$ cat config.mk
export PLATFORM = sky130hd
export DESIGN_NAME = fnc_host
export DESIGN_NICKNAME = d
export VERILOG_FILES = /design/src/design/fnc_pkg.sv /design/src/design/fnc_cyc_if.sv /design/src/design/fnc_cycle.sv /design/src/design/fnc_host.sv
export SDC_FILE = /design/constraint.sdc
export NUM_CORES = 1
export LEC_CHECK = 0
export BUFFER_PORTS_ARGS = -buffer_cell sky130_fd_sc_hd__buf_4
export CAP_MARGIN = 20
export CORE_MARGIN = 4
export CORE_UTILIZATION = 61
export CTS_BUF_LIST = sky130_fd_sc_hd__clkbuf_8 sky130_fd_sc_hd__clkbuf_16
export DETAILED_ROUTE_END_ITERATION = 6
export GPL_TIMING_DRIVEN = 0
export PLACE_DENSITY = 0.93
export SLEW_MARGIN = 20
export SYNTH_ARGS = -nofsm -noshare
export SYNTH_HDL_FRONTEND = slang
export SYNTH_SLANG_ARGS = --single-unit
$ cat constraint.sdc
create_clock -name i_ref_clk -period 6.6 [get_ports i_ref_clk]
set_clock_uncertainty 0.1 [all_clocks]
set_input_delay 0.66 -clock i_ref_clk [delete_from_list [all_inputs] [get_ports i_ref_clk]]
set_output_delay 0.66 -clock i_ref_clk [all_outputs]
set_load 0.005 [all_outputs]
$ cat src/design/fnc_pkg.sv
// Constants, types and timing for the NOR flash command host.
// Assumes a 25 MHz reference clock and an asynchronous x16 NOR flash.
package fnc_pkg;
	localparam int ADDR_W = 22;
	localparam int DATA_W = 16;
	localparam int CMD_AW = 12;
	localparam int CNT_W = 3;
	localparam int TMO_W = 32;
	localparam int IDX_W = 4;
	localparam int TOGGLE_BIT = 6;
	localparam int CLK_NS = 40;
	localparam int T_WP_NS = 25;
	localparam int T_ACC_NS = 70;
	localparam int T_OEHP_NS = 50;
	localparam logic [CNT_W-1:0] WP_CYC = CNT_W'((T_WP_NS + CLK_NS - 1) / CLK_NS);
	localparam logic [CNT_W-1:0] ACC_CYC = CNT_W'((T_ACC_NS + CLK_NS - 1) / CLK_NS);
	localparam logic [CNT_W-1:0] OEHP_CYC = CNT_W'((T_OEHP_NS + CLK_NS - 1) / CLK_NS);
	localparam logic [CNT_W-1:0] CNT_ONE = CNT_W'(1);
	// Longest busy times; program limits stay below the parameter threshold
	localparam int T_PROG_MAX_US = 120;
	localparam int T_PROG_DUAL_MAX_US = 60;
	localparam int T_SEC4K_MAX_MS = 2000;
	localparam int T_SEC32K_MAX_MS = 6000;
	localparam int T_CHIP_S = 64;
	localparam logic [TMO_W-1:0] PROG_TMO_CYC = TMO_W'(T_PROG_MAX_US * 1000 / CLK_NS);
	localparam logic [TMO_W-1:0] SEC4K_TMO_CYC = TMO_W'(T_SEC4K_MAX_MS * (1000000 / CLK_NS));
	localparam logic [TMO_W-1:0] SEC32K_TMO_CYC = TMO_W'(T_SEC32K_MAX_MS * (1000000 / CLK_NS));
	localparam logic [TMO_W-1:0] CHIP_TMO_CYC = TMO_W'(T_CHIP_S * (1000000000 / CLK_NS));
	localparam logic [TMO_W-1:0] TMO_ONE = TMO_W'(1);
	localparam logic [CMD_AW-1:0] A_UNLOCK1 = 12'h555;
	localparam logic [CMD_AW-1:0] A_UNLOCK2 = 12'h2AA;
	localparam logic [CMD_AW-1:0] A_QUERY = 12'h055;
	localparam logic [CMD_AW-1:0] A_NONE = 12'h000;
	localparam logic [7:0] D_UNLOCK1 = 8'hAA;
	localparam logic [7:0] D_UNLOCK2 = 8'h55;
	localparam logic [7:0] D_PROG = 8'hA0;
	localparam logic [7:0] D_ERASE = 8'h80;
	localparam logic [7:0] D_CHIP = 8'h10;
	localparam logic [7:0] D_SECTOR = 8'h30;
	localparam logic [7:0] D_ID_ENTRY = 8'h90;
	localparam logic [7:0] D_QUERY = 8'h98;
	localparam logic [7:0] D_EXIT = 8'hF0;
	localparam logic [7:0] D_NONE = 8'h00;
	typedef enum logic [2:0] {
		OP_READ = 3'h0,
		OP_PROG = 3'h1,
		OP_ERASE_4K = 3'h2,
		OP_ERASE_32K = 3'h3,
		OP_CHIP_ERASE = 3'h4,
		OP_ID_READ = 3'h5,
		OP_QUERY_READ = 3'h6
	} fnc_op_t;
	typedef enum logic [1:0] {
		K_WR = 2'h0,
		K_RD = 2'h1,
		K_POLL = 2'h2,
		K_END = 2'h3
	} fnc_kind_t;
	typedef struct packed {
		fnc_kind_t kind;
		logic usr;
		logic [CMD_AW-1:0] addr;
		logic [7:0] data;
	} fnc_step_t;
endpackage

$ cat src/design/fnc_cyc_if.sv
// Single bus-cycle request channel between the sequencer and the strobe engine.
// Assumes both ends share one clock.
`timescale 1ns/1ps
interface fnc_cyc_if;
	logic req;
	logic we;
	logic [fnc_pkg::ADDR_W-1:0] addr;
	logic [fnc_pkg::DATA_W-1:0] wdata;
	logic ack;
	logic [fnc_pkg::DATA_W-1:0] rdata;
	modport master (output req, output we, output addr, output wdata, input ack, input rdata);
	modport slave (input req, input we, input addr, input wdata, output ack, output rdata);
endinterface

$ cat src/design/fnc_cycle.sv
// Strobe engine: one flash read or write cycle per request.
// Assumes the requester holds req and its fields steady until ack.
`timescale 1ns/1ps
module fnc_cycle (
	input wire logic i_ref_clk,
	input wire logic i_resetn,
	fnc_cyc_if.slave cyc,
	output logic [fnc_pkg::ADDR_W-1:0] o_flash_addr,
	output logic o_flash_ce_n,
	output logic o_flash_we_n,
	output logic o_flash_oe_n,
	output logic [fnc_pkg::DATA_W-1:0] o_flash_dq,
	output logic o_flash_dq_oe,
	input wire logic [fnc_pkg::DATA_W-1:0] i_flash_dq
);
	typedef enum logic [1:0] {
		C_IDLE = 2'b00,
		C_LOW = 2'b01,
		C_HIGH = 2'b11
	} fnc_cst_t;

	fnc_cst_t st_q, st_d;
	logic [fnc_pkg::CNT_W-1:0] cnt_q, cnt_d;
	logic [fnc_pkg::ADDR_W-1:0] addr_q, addr_d;
	logic [fnc_pkg::DATA_W-1:0] dq_q, dq_d, rd_q, rd_d;
	logic ce_n_q, ce_n_d, we_n_q, we_n_d, oe_n_q, oe_n_d, dq_oe_q, dq_oe_d;

	always_comb
	begin
		st_d = st_q;
		cnt_d = cnt_q;
		addr_d = addr_q;
		dq_d = dq_q;
		rd_d = rd_q;
		ce_n_d = ce_n_q;
		we_n_d = we_n_q;
		oe_n_d = oe_n_q;
		dq_oe_d = dq_oe_q;
		case (st_q)
			C_IDLE:
			begin
				if (cyc.req)
				begin
					addr_d = cyc.addr;
					dq_d = cyc.wdata;
					ce_n_d = 1'b0;
					we_n_d = !cyc.we;
					oe_n_d = cyc.we;
					dq_oe_d = cyc.we;
					cnt_d = cyc.we ? fnc_pkg::WP_CYC : fnc_pkg::ACC_CYC;
					st_d = C_LOW;
				end
			end
			C_LOW:
			begin
				cnt_d = cnt_q - fnc_pkg::CNT_ONE;
				if (cnt_q == fnc_pkg::CNT_ONE)
				begin
					if (!oe_n_q)
						rd_d = i_flash_dq;
					// Reads release both strobes so either edge advances the toggle
					ce_n_d = 1'b1;
					oe_n_d = 1'b1;
					we_n_d = 1'b1;
					dq_oe_d = 1'b0;
					cnt_d = fnc_pkg::OEHP_CYC;
					st_d = C_HIGH;
				end
			end
			C_HIGH:
			begin
				cnt_d = cnt_q - fnc_pkg::CNT_ONE;
				if (cnt_q == fnc_pkg::CNT_ONE)
					st_d = C_IDLE;
			end
			default:
				st_d = C_IDLE;
		endcase
	end

	always_ff @(posedge i_ref_clk)
	begin
		if (!i_resetn)
		begin
			st_q <= C_IDLE;
			cnt_q <= '0;
			addr_q <= '0;
			dq_q <= '0;
			rd_q <= '0;
			ce_n_q <= 1'b1;
			we_n_q <= 1'b1;
			oe_n_q <= 1'b1;
			dq_oe_q <= 1'b0;
		end
		else
		begin
			st_q <= st_d;
			cnt_q <= cnt_d;
			addr_q <= addr_d;
			dq_q <= dq_d;
			rd_q <= rd_d;
			ce_n_q <= ce_n_d;
			we_n_q <= we_n_d;
			oe_n_q <= oe_n_d;
			dq_oe_q <= dq_oe_d;
		end
	end

	assign cyc.ack = (st_q == C_HIGH) && (cnt_q == fnc_pkg::CNT_ONE);
	assign cyc.rdata = rd_q;
	assign o_flash_addr = addr_q;
	assign o_flash_ce_n = ce_n_q;
	assign o_flash_we_n = we_n_q;
	assign o_flash_oe_n = oe_n_q;
	assign o_flash_dq = dq_q;
	assign o_flash_dq_oe = dq_oe_q;
endmodule

$ cat src/design/fnc_host.sv
// Host-side command sequencer for an asynchronous x16 NOR flash.
// Assumes one op at a time from the user port and a flash on the pins.
`timescale 1ns/1ps
module fnc_host #(
	parameter logic [fnc_pkg::TMO_W-1:0] SEC4K_TMO = fnc_pkg::SEC4K_TMO_CYC,
	parameter logic [fnc_pkg::TMO_W-1:0] SEC32K_TMO = fnc_pkg::SEC32K_TMO_CYC,
	parameter logic [fnc_pkg::TMO_W-1:0] CHIP_TMO = fnc_pkg::CHIP_TMO_CYC
) (
	input wire logic i_ref_clk,
	input wire logic i_resetn,
	input wire logic i_cmd_valid,
	input wire fnc_pkg::fnc_op_t i_cmd_op,
	input wire logic [fnc_pkg::ADDR_W-1:0] i_cmd_addr,
	input wire logic [fnc_pkg::DATA_W-1:0] i_cmd_data,
	output logic o_cmd_ready,
	output logic o_done,
	output logic o_timeout,
	output logic [fnc_pkg::DATA_W-1:0] o_rdata,
	output logic [fnc_pkg::ADDR_W-1:0] o_flash_addr,
	output logic o_flash_ce_n,
	output logic o_flash_we_n,
	output logic o_flash_oe_n,
	output logic [fnc_pkg::DATA_W-1:0] o_flash_dq,
	output logic o_flash_dq_oe,
	input wire logic [fnc_pkg::DATA_W-1:0] i_flash_dq
);
	typedef enum logic [1:0] {
		S_IDLE = 2'b00,
		S_STEP = 2'b01,
		S_BUS = 2'b11,
		S_DONE = 2'b10
	} fnc_st_t;

	// Command word in the low byte and low twelve address lines only
	function automatic fnc_pkg::fnc_step_t mk(fnc_pkg::fnc_kind_t k, logic u,
		logic [fnc_pkg::CMD_AW-1:0] a, logic [7:0] d);
		fnc_pkg::fnc_step_t s;
		s.kind = k;
		s.usr = u;
		s.addr = a;
		s.data = d;
		return s;
	endfunction

	function automatic fnc_pkg::fnc_step_t unlock(logic [fnc_pkg::IDX_W-1:0] i);
		return (i[0] == 1'b0) ? mk(fnc_pkg::K_WR, 1'b0, fnc_pkg::A_UNLOCK1, fnc_pkg::D_UNLOCK1)
			: mk(fnc_pkg::K_WR, 1'b0, fnc_pkg::A_UNLOCK2, fnc_pkg::D_UNLOCK2);
	endfunction

	function automatic fnc_pkg::fnc_step_t step_of(fnc_pkg::fnc_op_t op,
		logic [fnc_pkg::IDX_W-1:0] i);
		fnc_pkg::fnc_step_t s;
		s = mk(fnc_pkg::K_END, 1'b0, fnc_pkg::A_NONE, fnc_pkg::D_NONE);
		case (op)
			fnc_pkg::OP_READ:
				if (i == 4'h0)
					s = mk(fnc_pkg::K_RD, 1'b1, fnc_pkg::A_NONE, fnc_pkg::D_NONE);
			fnc_pkg::OP_PROG:
				case (i)
					4'h0, 4'h1: s = unlock(i);
					4'h2: s = mk(fnc_pkg::K_WR, 1'b0, fnc_pkg::A_UNLOCK1, fnc_pkg::D_PROG);
					4'h3: s = mk(fnc_pkg::K_WR, 1'b1, fnc_pkg::A_NONE, fnc_pkg::D_NONE);
					4'h4: s = mk(fnc_pkg::K_POLL, 1'b1, fnc_pkg::A_NONE, fnc_pkg::D_NONE);
					default: s = mk(fnc_pkg::K_END, 1'b0, fnc_pkg::A_NONE, fnc_pkg::D_NONE);
				endcase
			fnc_pkg::OP_ERASE_4K, fnc_pkg::OP_ERASE_32K, fnc_pkg::OP_CHIP_ERASE:
				case (i)
					4'h0, 4'h1: s = unlock(i);
					4'h3, 4'h4: s = unlock(i + 4'h1);
					4'h2: s = mk(fnc_pkg::K_WR, 1'b0, fnc_pkg::A_UNLOCK1, fnc_pkg::D_ERASE);
					4'h5:
						if (op == fnc_pkg::OP_CHIP_ERASE)
							s = mk(fnc_pkg::K_WR, 1'b0, fnc_pkg::A_UNLOCK1, fnc_pkg::D_CHIP);
						else
							s = mk(fnc_pkg::K_WR, 1'b1, fnc_pkg::A_NONE, fnc_pkg::D_SECTOR);
					4'h6: s = mk(fnc_pkg::K_POLL, 1'b1, fnc_pkg::A_NONE, fnc_pkg::D_NONE);
					default: s = mk(fnc_pkg::K_END, 1'b0, fnc_pkg::A_NONE, fnc_pkg::D_NONE);
				endcase
			fnc_pkg::OP_ID_READ:
				case (i)
					4'h0, 4'h1: s = unlock(i);
					4'h2: s = mk(fnc_pkg::K_WR, 1'b0, fnc_pkg::A_UNLOCK1, fnc_pkg::D_ID_ENTRY);
					4'h3: s = mk(fnc_pkg::K_RD, 1'b1, fnc_pkg::A_NONE, fnc_pkg::D_NONE);
					// Single-write exit form; device treats both forms alike
					4'h4: s = mk(fnc_pkg::K_WR, 1'b0, fnc_pkg::A_NONE, fnc_pkg::D_EXIT);
					default: s = mk(fnc_pkg::K_END, 1'b0, fnc_pkg::A_NONE, fnc_pkg::D_NONE);
				endcase
			fnc_pkg::OP_QUERY_READ:
				case (i)
					4'h0: s = mk(fnc_pkg::K_WR, 1'b0, fnc_pkg::A_QUERY, fnc_pkg::D_QUERY);
					4'h1: s = mk(fnc_pkg::K_RD, 1'b1, fnc_pkg::A_NONE, fnc_pkg::D_NONE);
					4'h2: s = mk(fnc_pkg::K_WR, 1'b0, fnc_pkg::A_NONE, fnc_pkg::D_EXIT);
					default: s = mk(fnc_pkg::K_END, 1'b0, fnc_pkg::A_NONE, fnc_pkg::D_NONE);
				endcase
			default:
				s = mk(fnc_pkg::K_END, 1'b0, fnc_pkg::A_NONE, fnc_pkg::D_NONE);
		endcase
		return s;
	endfunction

	fnc_cyc_if cyc ();

	fnc_st_t st_q, st_d;
	fnc_pkg::fnc_op_t op_q, op_d;
	logic [fnc_pkg::IDX_W-1:0] idx_q, idx_d;
	logic [fnc_pkg::ADDR_W-1:0] addr_q, addr_d;
	logic [fnc_pkg::DATA_W-1:0] data_q, data_d, rdata_q, rdata_d;
	logic [fnc_pkg::TMO_W-1:0] tmo_q, tmo_d;
	logic prev_q, prev_d, havep_q, havep_d, done_q, done_d, err_q, err_d;
	fnc_pkg::fnc_step_t step;
	logic tbit;

	assign step = step_of(op_q, idx_q);
	assign tbit = cyc.rdata[fnc_pkg::TOGGLE_BIT];

	always_comb
	begin
		cyc.req = (st_q == S_BUS);
		cyc.we = (step.kind == fnc_pkg::K_WR);
		// Command cycles drive zeros on the don't-care lines
		cyc.addr = {{(fnc_pkg::ADDR_W-fnc_pkg::CMD_AW){1'b0}}, step.addr};
		cyc.wdata = {8'h00, step.data};
		if (step.usr)
		begin
			cyc.addr = addr_q;
			cyc.wdata = data_q;
			if (op_q == fnc_pkg::OP_ID_READ)
				cyc.addr = {{(fnc_pkg::ADDR_W-1){1'b0}}, addr_q[0]};
			if (op_q != fnc_pkg::OP_PROG)
				cyc.wdata = {8'h00, step.data};
		end
	end

	always_comb
	begin
		st_d = st_q;
		op_d = op_q;
		idx_d = idx_q;
		addr_d = addr_q;
		data_d = data_q;
		rdata_d = rdata_q;
		tmo_d = tmo_q;
		prev_d = prev_q;
		havep_d = havep_q;
		done_d = 1'b0;
		err_d = err_q;
		if (step.kind == fnc_pkg::K_POLL && st_q != S_IDLE && tmo_q != '0)
			tmo_d = tmo_q - fnc_pkg::TMO_ONE;
		case (st_q)
			S_IDLE:
				if (i_cmd_valid)
				begin
					op_d = i_cmd_op;
					addr_d = i_cmd_addr;
					data_d = i_cmd_data;
					idx_d = '0;
					havep_d = 1'b0;
					err_d = 1'b0;
					case (i_cmd_op)
						fnc_pkg::OP_ERASE_4K: tmo_d = SEC4K_TMO;
						fnc_pkg::OP_ERASE_32K: tmo_d = SEC32K_TMO;
						fnc_pkg::OP_CHIP_ERASE: tmo_d = CHIP_TMO;
						default: tmo_d = fnc_pkg::PROG_TMO_CYC;
					endcase
					st_d = S_STEP;
				end
			S_STEP:
				if (step.kind == fnc_pkg::K_END)
				begin
					done_d = 1'b1;
					st_d = S_DONE;
				end
				else if (step.kind == fnc_pkg::K_POLL && tmo_q == '0)
				begin
					// Timeout is taken only between cycles so no strobe is cut short
					err_d = 1'b1;
					done_d = 1'b1;
					st_d = S_DONE;
				end
				else
					st_d = S_BUS;
			S_BUS:
				if (cyc.ack)
				begin
					st_d = S_STEP;
					if (step.kind == fnc_pkg::K_POLL)
					begin
						prev_d = tbit;
						havep_d = 1'b1;
						// Bit level means nothing; only a steady bit ends busy
						if (havep_q && tbit == prev_q)
							idx_d = idx_q + 4'h1;
					end
					else
					begin
						if (step.kind == fnc_pkg::K_RD)
							rdata_d = cyc.rdata;
						idx_d = idx_q + 4'h1;
					end
				end
			S_DONE:
				st_d = S_IDLE;
			default:
				st_d = S_IDLE;
		endcase
	end

	always_ff @(posedge i_ref_clk)
	begin
		if (!i_resetn)
		begin
			st_q <= S_IDLE;
			op_q <= fnc_pkg::OP_READ;
			idx_q <= '0;
			addr_q <= '0;
			data_q <= '0;
			rdata_q <= '0;
			tmo_q <= '0;
			prev_q <= 1'b0;
			havep_q <= 1'b0;
			done_q <= 1'b0;
			err_q <= 1'b0;
		end
		else
		begin
			st_q <= st_d;
			op_q <= op_d;
			idx_q <= idx_d;
			addr_q <= addr_d;
			data_q <= data_d;
			rdata_q <= rdata_d;
			tmo_q <= tmo_d;
			prev_q <= prev_d;
			havep_q <= havep_d;
			done_q <= done_d;
			err_q <= err_d;
		end
	end

	assign o_cmd_ready = (st_q == S_IDLE);
	assign o_done = done_q;
	assign o_timeout = err_q;
	assign o_rdata = rdata_q;

	fnc_cycle u_cycle (
		.i_ref_clk(i_ref_clk),
		.i_resetn(i_resetn),
		.cyc(cyc.slave),
		.o_flash_addr(o_flash_addr),
		.o_flash_ce_n(o_flash_ce_n),
		.o_flash_we_n(o_flash_we_n),
		.o_flash_oe_n(o_flash_oe_n),
		.o_flash_dq(o_flash_dq),
		.o_flash_dq_oe(o_flash_dq_oe),
		.i_flash_dq(i_flash_dq)
	);
endmodule

==> out/metrics.cfg, run 1 <==
[logic_synthesis]
synth_ff_type = dfxtp_1
postSynth.asyncResetShare = 0
ys_warn_count = 0
syn_area_sq_um = 7406
syn_area_per_cell_sq_um = 8.210
synth.net_count = 973
synth_cells = 902
ys_seq_area_frac = 0.4379
ys_ff_latch = 162
synthDistinctLibCells = 65
synth_edf_count = 0

[flow_run]
maxCapViolCount = 0

[clocking]
cts_hold_buf = 0
cts.sinks = 162
clock_tree.root_cell = clkbuf_16
cts.reportedPaths.clkPinSlew_ns = 0.07
cts_tree = done
ctsResizeCount = 0
cts_buffers = 17
clk-insertion-delay-late_ns = 0.44
cts_max_level = 4
cts_buffer_depth = 2
post-cts-setup-buffers = 0

[cells_and_area]
drive_gt1_frac = 0.1606
fillers = 760
antennaDiodeCount = 0
seq_area_sq_um = 3243
multiInputGateArea_sq_um = 3846
fin_nets = 1111
syn_to_final_growth_pct = 21.81

[worst_setup_path]
startpoint_type = flip-flop
required_ns = 6.84
crit_path_end_kind = flip-flop
rr_endpoint = u_cycle.o_flash_addr[21]
worstRegToRegCells = 11
setup.worst_path.class = flip-flop to flip-flop
cp_max_fo = 10
rr_startpoint = idx_q[0]
crit_arrival_ns = 3.78
rrSetupSlack_ns = 3.06

[global_route]
met1_usage = 0.3749
grt_use_met3 = 0.07975
antenna_found_initial = 0
busiest_layer = met2
grt.overflow.total = 0
grt_pass1_wl_mm = 35.36
grt_pass1_vias = 7320
grt_use_met2 = 0.5098
grt_usage = 0.3104
grt_max_degree = 17

[timing]
min_period_ns = 3.539
drv_slew = 0
fin_crit_sh = 0.5362
worstMarginPinSlew_ns = 0.8114
worst_hold_slack_ns = 0.3597
fmax_mhz = 282.6
tns_ns = 0
finalSetupViolations = 0
finalHoldViolCount = 0
slew_headroom = 0.4549
rsz0062_at_grt = no

[floorplanning]
initial_core_util = 0.6350
die_x_um = 118.2
dieArea_sq_um = 13970
die_h_um = 118.2
io_pins = 121
fp-row-count = 39
core_sq_um = 11660

[routing]
dr_total_vias = 7472
antenna_left = 0
dr.pass1.iters = 7
wl_per_cell_um = 18.42
drt_first_iter_violations = 727
routed_wl_mm = 22.02
drc = 1
vias_per_cell = 6.253

[hold_path]
whs_endpoint = u_cycle.o_flash_addr[5]
min_from = addr_q[5]
hp-class = flip-flop to flip-flop
hold_depth = 2

[run_status]
outcome = finished with violations
violations = DRC

[place]
place_hpwl_mm = 15.15
io_buffer_count = 119
gp_congestion = 0.9321

[power_and_ir_drop]
ir_worst_vdd_mv = 0.2242
power.density_nw_per_um2 = 293.6
leakagePower_nw = 3.414

-- stage by stage --
step,util,power [mW],instances,area (sq um),worst slack (ns)
after floorplan,-,1.516,902,7406,3.873
after global placement,0.7270,1.691,1164,8478,3.288
after detailed placement,0.7270,1.710,1164,8478,3.265
after CTS,0.7735,2.622,1195,9021,3.171
after global routing,0.7735,2.743,1195,9021,2.750
final,0.7735,2.649,1195,9021,3.061
-- registers in the layout (all words and copies together), names as in the netlist, 4 cells and up --
signal	count
addr_q	22
data_q	16
u_cycle.o_flash_addr	22
idx_q	4
o_rdata	16
u_cycle.o_flash_dq	16
tmo_q	32
u_cycle.cyc.rdata	16
-- kinds of logic after synthesis --
| group | synth area share |
|---|---|
| buf+inv | 0.04274 |
| compound gates | 0.2163 |
| xor+xnor | 0.03193 |
| mux | 0.004055 |
| flops | 0.4379 |
| simple gates | 0.2485 |
| fa+ha+maj | 0.01858 |
-- cells in the mapped netlist (all sizes together) (4+ instances only) --
cell type / n / share of area
nand3: 47 / 0.032
xnor2: 24 / 0.028
o21ai: 64 / 0.043
ha: 11 / 0.019
nand2: 183 / 0.093
nor3b: 4 / 0.0041
buf: 7 / 0.0052
o211ai: 4 / 0.0041
nor4: 18 / 0.015
or3: 14 / 0.013
a21boi: 75 / 0.076
nand3b: 5 / 0.0051
a21oi: 39 / 0.026
nand2b: 9 / 0.0086
and3: 5 / 0.0042
o31ai: 4 / 0.0041
clkbuf: 58 / 0.029
or4: 7 / 0.0076
a21o: 4 / 0.0041
nor4b: 5 / 0.0084
o22ai: 7 / 0.0059
inv: 16 / 0.0081
a22oi: 15 / 0.015
and2: 4 / 0.0034
nor2: 24 / 0.013
nor3: 18 / 0.014
dfxtp: 162 / 0.44
nor2b: 23 / 0.019
-- per-layer routing --
layer | wire length (um) | share of wire
met5 | 0 | 0
met4 | 1070 | 0.049
met3 | 1839 | 0.084
met2 | 10500 | 0.48
met1 | 8609 | 0.39
-- power by group --
group          switching, mW  internal, mW
combinational          0.403         0.228
clock                  0.412         0.515
sequential            0.0493          1.04
total                  0.864          1.78
-- critical path, stage by stage, from the launching register on --
cell and delay [ns]:
dfxtp_1 0.39, inv_1 0.20, ha_1 0.32, clkbuf_1 0.40
mux2i_1 0.12, o21ai_0 0.19, a32oi_1 0.07, o21ai_0 0.43
and2_1 0.31, clkbuf_1 0.46, nand3_1 0.21, a21boi_0 0.25
-- layout by cell type (no fill, tap or decap), drive strengths merged, types with 3 or more instances in the layout --
master	n
ha	11
nor2	24
and3	5
or3	14
nand2	183
nand3b	5
a21o	4
inv	21
dfxtp	162
nor4	18
nor3	18
clkinv	7
nor2b	23
o22ai	7
o31ai	4
xnor2	24
nand2b	9
a21boi	75
nor4b	5
o211ai	4
a21oi	39
a31o	3
and2	4
a22oi	15
nand3	47
clkbuf	75
xor2	3
o21ai	64
mux2i	3
nor3b	4
o21bai	3
or4	7
buf	126
a211oi	3
a31oi	3
-- how the worst max path moves through the flow --
stage | startpoint | slack [ns] | end | cells after the start
4_1_cts | idx_q[0] | 3.17 | o_rdata[10] | 10
3_3_place_gp | idx_q[0] | 3.29 | o_rdata[7] | 10
6_report | idx_q[0] | 3.06 | u_cycle.o_flash_addr[21] | 11
3_5_place_dp | idx_q[0] | 3.27 | o_rdata[3] | 11
2_1_floorplan | idx_q[0] | 3.87 | o_rdata[5] | 10
5_1_grt | idx_q[0] | 2.75 | o_rdata[10] | 10
-- area by class of cell --
class	count	area share
buffer	65	0.02843
tap	143	0.01983
timing repair buffer	119	0.09903
multi-input combinational	659	0.4264
sequential	162	0.3595
clock buffer	17	0.04716
inverter	16	0.006657
clock inverter	14	0.01304
(Power assumes the default switching activity.)
==> inputs of run 2 (changes only) <==
CORE_UTILIZATION = 57   (was 61)
PLACE_DENSITY = 0.88   (was 0.93)
clock period = 3.45 ns   (was 6.6 ns; I/O delays follow)
==> out/metrics.cfg, run 2 (same netlist as run 1, synthesis figures left out) <==
[run_status]
outcome = completed  ; was finished with violations

[place]
gp_congestion = 0.9469  ; was 0.9321
io_buffer_count = 119  ; unchanged
pre_cts_ws_ns = 0.07314  ; was 3.265 ns
place_hpwl_mm = 14.74  ; was 15.15 mm

[clocking]
cts.reportedPaths.clkPinSlew_ns = 0.07  ; about the same
clock_tree.root_cell = clkbuf_16  ; unchanged
cts_max_level = 4  ; unchanged
ctsResizeCount = 0  ; unchanged
post-cts-setup-buffers = 0  ; unchanged
cts.sinks = 162  ; unchanged
clk-insertion-delay-late_ns = 0.43  ; was 0.44 ns
cts_tree = done  ; unchanged
cts_buffers = 17  ; unchanged
cts_hold_buf = 0  ; unchanged
cts_buffer_depth = 2  ; unchanged

[routing]
dr_total_vias = 7238  ; was 7,472
drt_first_iter_violations = 714  ; was 727
routed_wl_mm = 20.96  ; was 22.02 mm
vias_per_cell = 5.909  ; was 6.253
antenna_left = 0  ; unchanged
wl_per_cell_um = 17.11  ; was 18.42 um
dr.pass1.iters = 7  ; unchanged
drc = 0  ; was 1

[worst_setup_path]
setup.worst_path.class = flip-flop to flip-flop  ; unchanged
startpoint_type = flip-flop  ; unchanged
cp_slowest_cell = dfxtp_1  ; was clkbuf_1
max_stage_delay_ns = 0.48  ; was 0.46 ns
crit_path_end_kind = flip-flop  ; unchanged
crit_top_cell = a21o_1
path_buf_inv = 2  ; was 3
path_cells = inv_1, ha_1, o21bai_1, a21o_1, a221o_1, a21o_1, nor4b_4, clkbuf_2, nand3_1, o21ai_0  ; was inv_1, ha_1, clkbuf_1, mux2i_1, o21ai_0, a32oi_1, o21ai_0, and2_1, clkbuf_1, nand3_1, a21boi_0
cp_max_fo = 10  ; unchanged
cp_top_family = compound AO/OA/AOI/OAI gates  ; was buffers and inverters
crit_arrival_ns = 3.47  ; was 3.78 ns
required_ns = 3.69  ; was 6.84 ns

[cells_and_area]
final_common_cell = nand2_1  ; unchanged
fillers = 963  ; was 760
final_cell_mix = 183 x nand2_1, 162 x dfxtp_1, 119 x buf_4, 75 x a21boi_0, 61 x o21ai_0  ; unchanged
largest_register_ffs = 32  ; unchanged
seq_area_sq_um = 3243  ; unchanged
largest-register = tmo_q  ; unchanged
drive_gt1_frac = 0.1662  ; was 0.1606
multiInputGateArea_sq_um = 3860  ; was 3846 sq um
antennaDiodeCount = 0  ; unchanged
fin_util = 0.7184  ; was 0.7735
syn_to_final_growth_pct = 22.91  ; was 21.81%
fin_nets = 1111  ; unchanged

[floorplanning]
fp-row-count = 41  ; was 39
dieArea_sq_um = 14880  ; was 13,970 sq um
io_pins = 121  ; unchanged
initial_core_util = 0.5845  ; was 0.6350
core_sq_um = 12670  ; was 11,660 sq um
die_h_um = 122.0  ; was 118.2 um
die_x_um = 122.0  ; was 118.2 um

[timing]
rsz0062_at_grt = no  ; unchanged
tns_ns = 0  ; unchanged
finalHoldViolCount = 0  ; unchanged
drv_slew = 0  ; unchanged
setup_ws_ns = 0.2270  ; was 3.061 ns
finalSetupViolations = 0  ; unchanged
fin_crit_sh = 0.9342  ; was 0.5362
worstMarginPinSlew_ns = 0.8725  ; was 0.8114 ns
slew_headroom = 0.4130  ; was 0.4549
worst_hold_slack_ns = 0.06708  ; was 0.3597 ns
fmax_mhz = 310.3  ; was 282.6 MHz
min_period_ns = 3.223  ; was 3.539 ns

[power_and_ir_drop]
power.density_nw_per_um2 = 562.7  ; was 293.6 nW/um^2
ir_worst_vdd_mv = 0.3811  ; was 0.2242 mV
leakagePower_nw = 3.432  ; was 3.414 nW

[global_route]
grt_usage = 0.2810  ; was 0.3104
antenna_found_initial = 0  ; unchanged
grt_pass1_vias = 6807  ; was 7,320
grt_max_degree = 17  ; unchanged
grt_pass1_wl_mm = 33.20  ; was 35.36 mm
grt.overflow.total = 0  ; unchanged

[flow_run]
maxCapViolCount = 0  ; unchanged

[hold_path]
hp-class = input port to flip-flop  ; was flip-flop to flip-flop

[run 2: cell count changes in the layout (fill, tap and decap cells not counted), moves of 2 or more]
cell,before,now
clkbuf_2,0,4
clkinv_4,3,1
clkbuf_1,58,54
clkinv_2,4,0
clkinvlp_4,1,5
[run 2: metal layers]
| metal | vias up | global-route usage | wire length (um) |
|---|---|---|---|
| li1 | 3432 | - | - |
| met1 | 3440 | 0.3546 | 8681 |
| met2 | 327 | 0.4779 | 10120 |
| met3 | 39 | 0.05339 | 1654 |
| met4 | 0 | 0.1057 | 495 |
| met5 | - | 0 | 0 |
[run 2: worst paths after layout]
path	start	to	slack, ns	cells past startpoint
max	idx_q[0]	o_rdata[12]	0.23	10
min	i_cmd_addr[1]	addr_q[1]	0.07	3
max reg2reg	idx_q[0]	o_rdata[12]	0.23	10
min reg2reg	addr_q[6]	u_cycle.o_flash_addr[6]	0.36	2
[run 2: tightest hold or removal path, cell delays in order]
cell and delay, ns:
buf_4 0.11, nand2_1 0.04, a21boi_0 0.06
[run 2: report_power, final]
group          leakage, nW  internal [mW]  switching, mW
registers             1.31           1.99         0.0936
clock network        0.270           1.02          0.825
logic                 1.85          0.439          0.752
total                 3.43           3.45           1.67
[run 2: area by class of cell]
type | count | area share
plain buffers | 65 | 0.02873
clock buffers | 18 | 0.04825
clock inverters | 14 | 0.01430
inverters | 16 | 0.006598
multi-input cells | 659 | 0.4241
flip-flops and latches | 162 | 0.3563
well taps | 172 | 0.02364
repair buffers | 119 | 0.09814
[run 2: through the flow]
| stage | std cells | cell area (sq um) | total power, mW |
|---|---|---|---|
| after global placement | 1193 | 8514 | 3.236 |
| after detailed placement | 1193 | 8514 | 3.269 |
| after CTS | 1225 | 9084 | 5.090 |
| final | 1225 | 9102 | 5.122 |
| after floorplan | 902 | 7406 | 2.901 |
| after global routing | 1225 | 9102 | 5.317 |
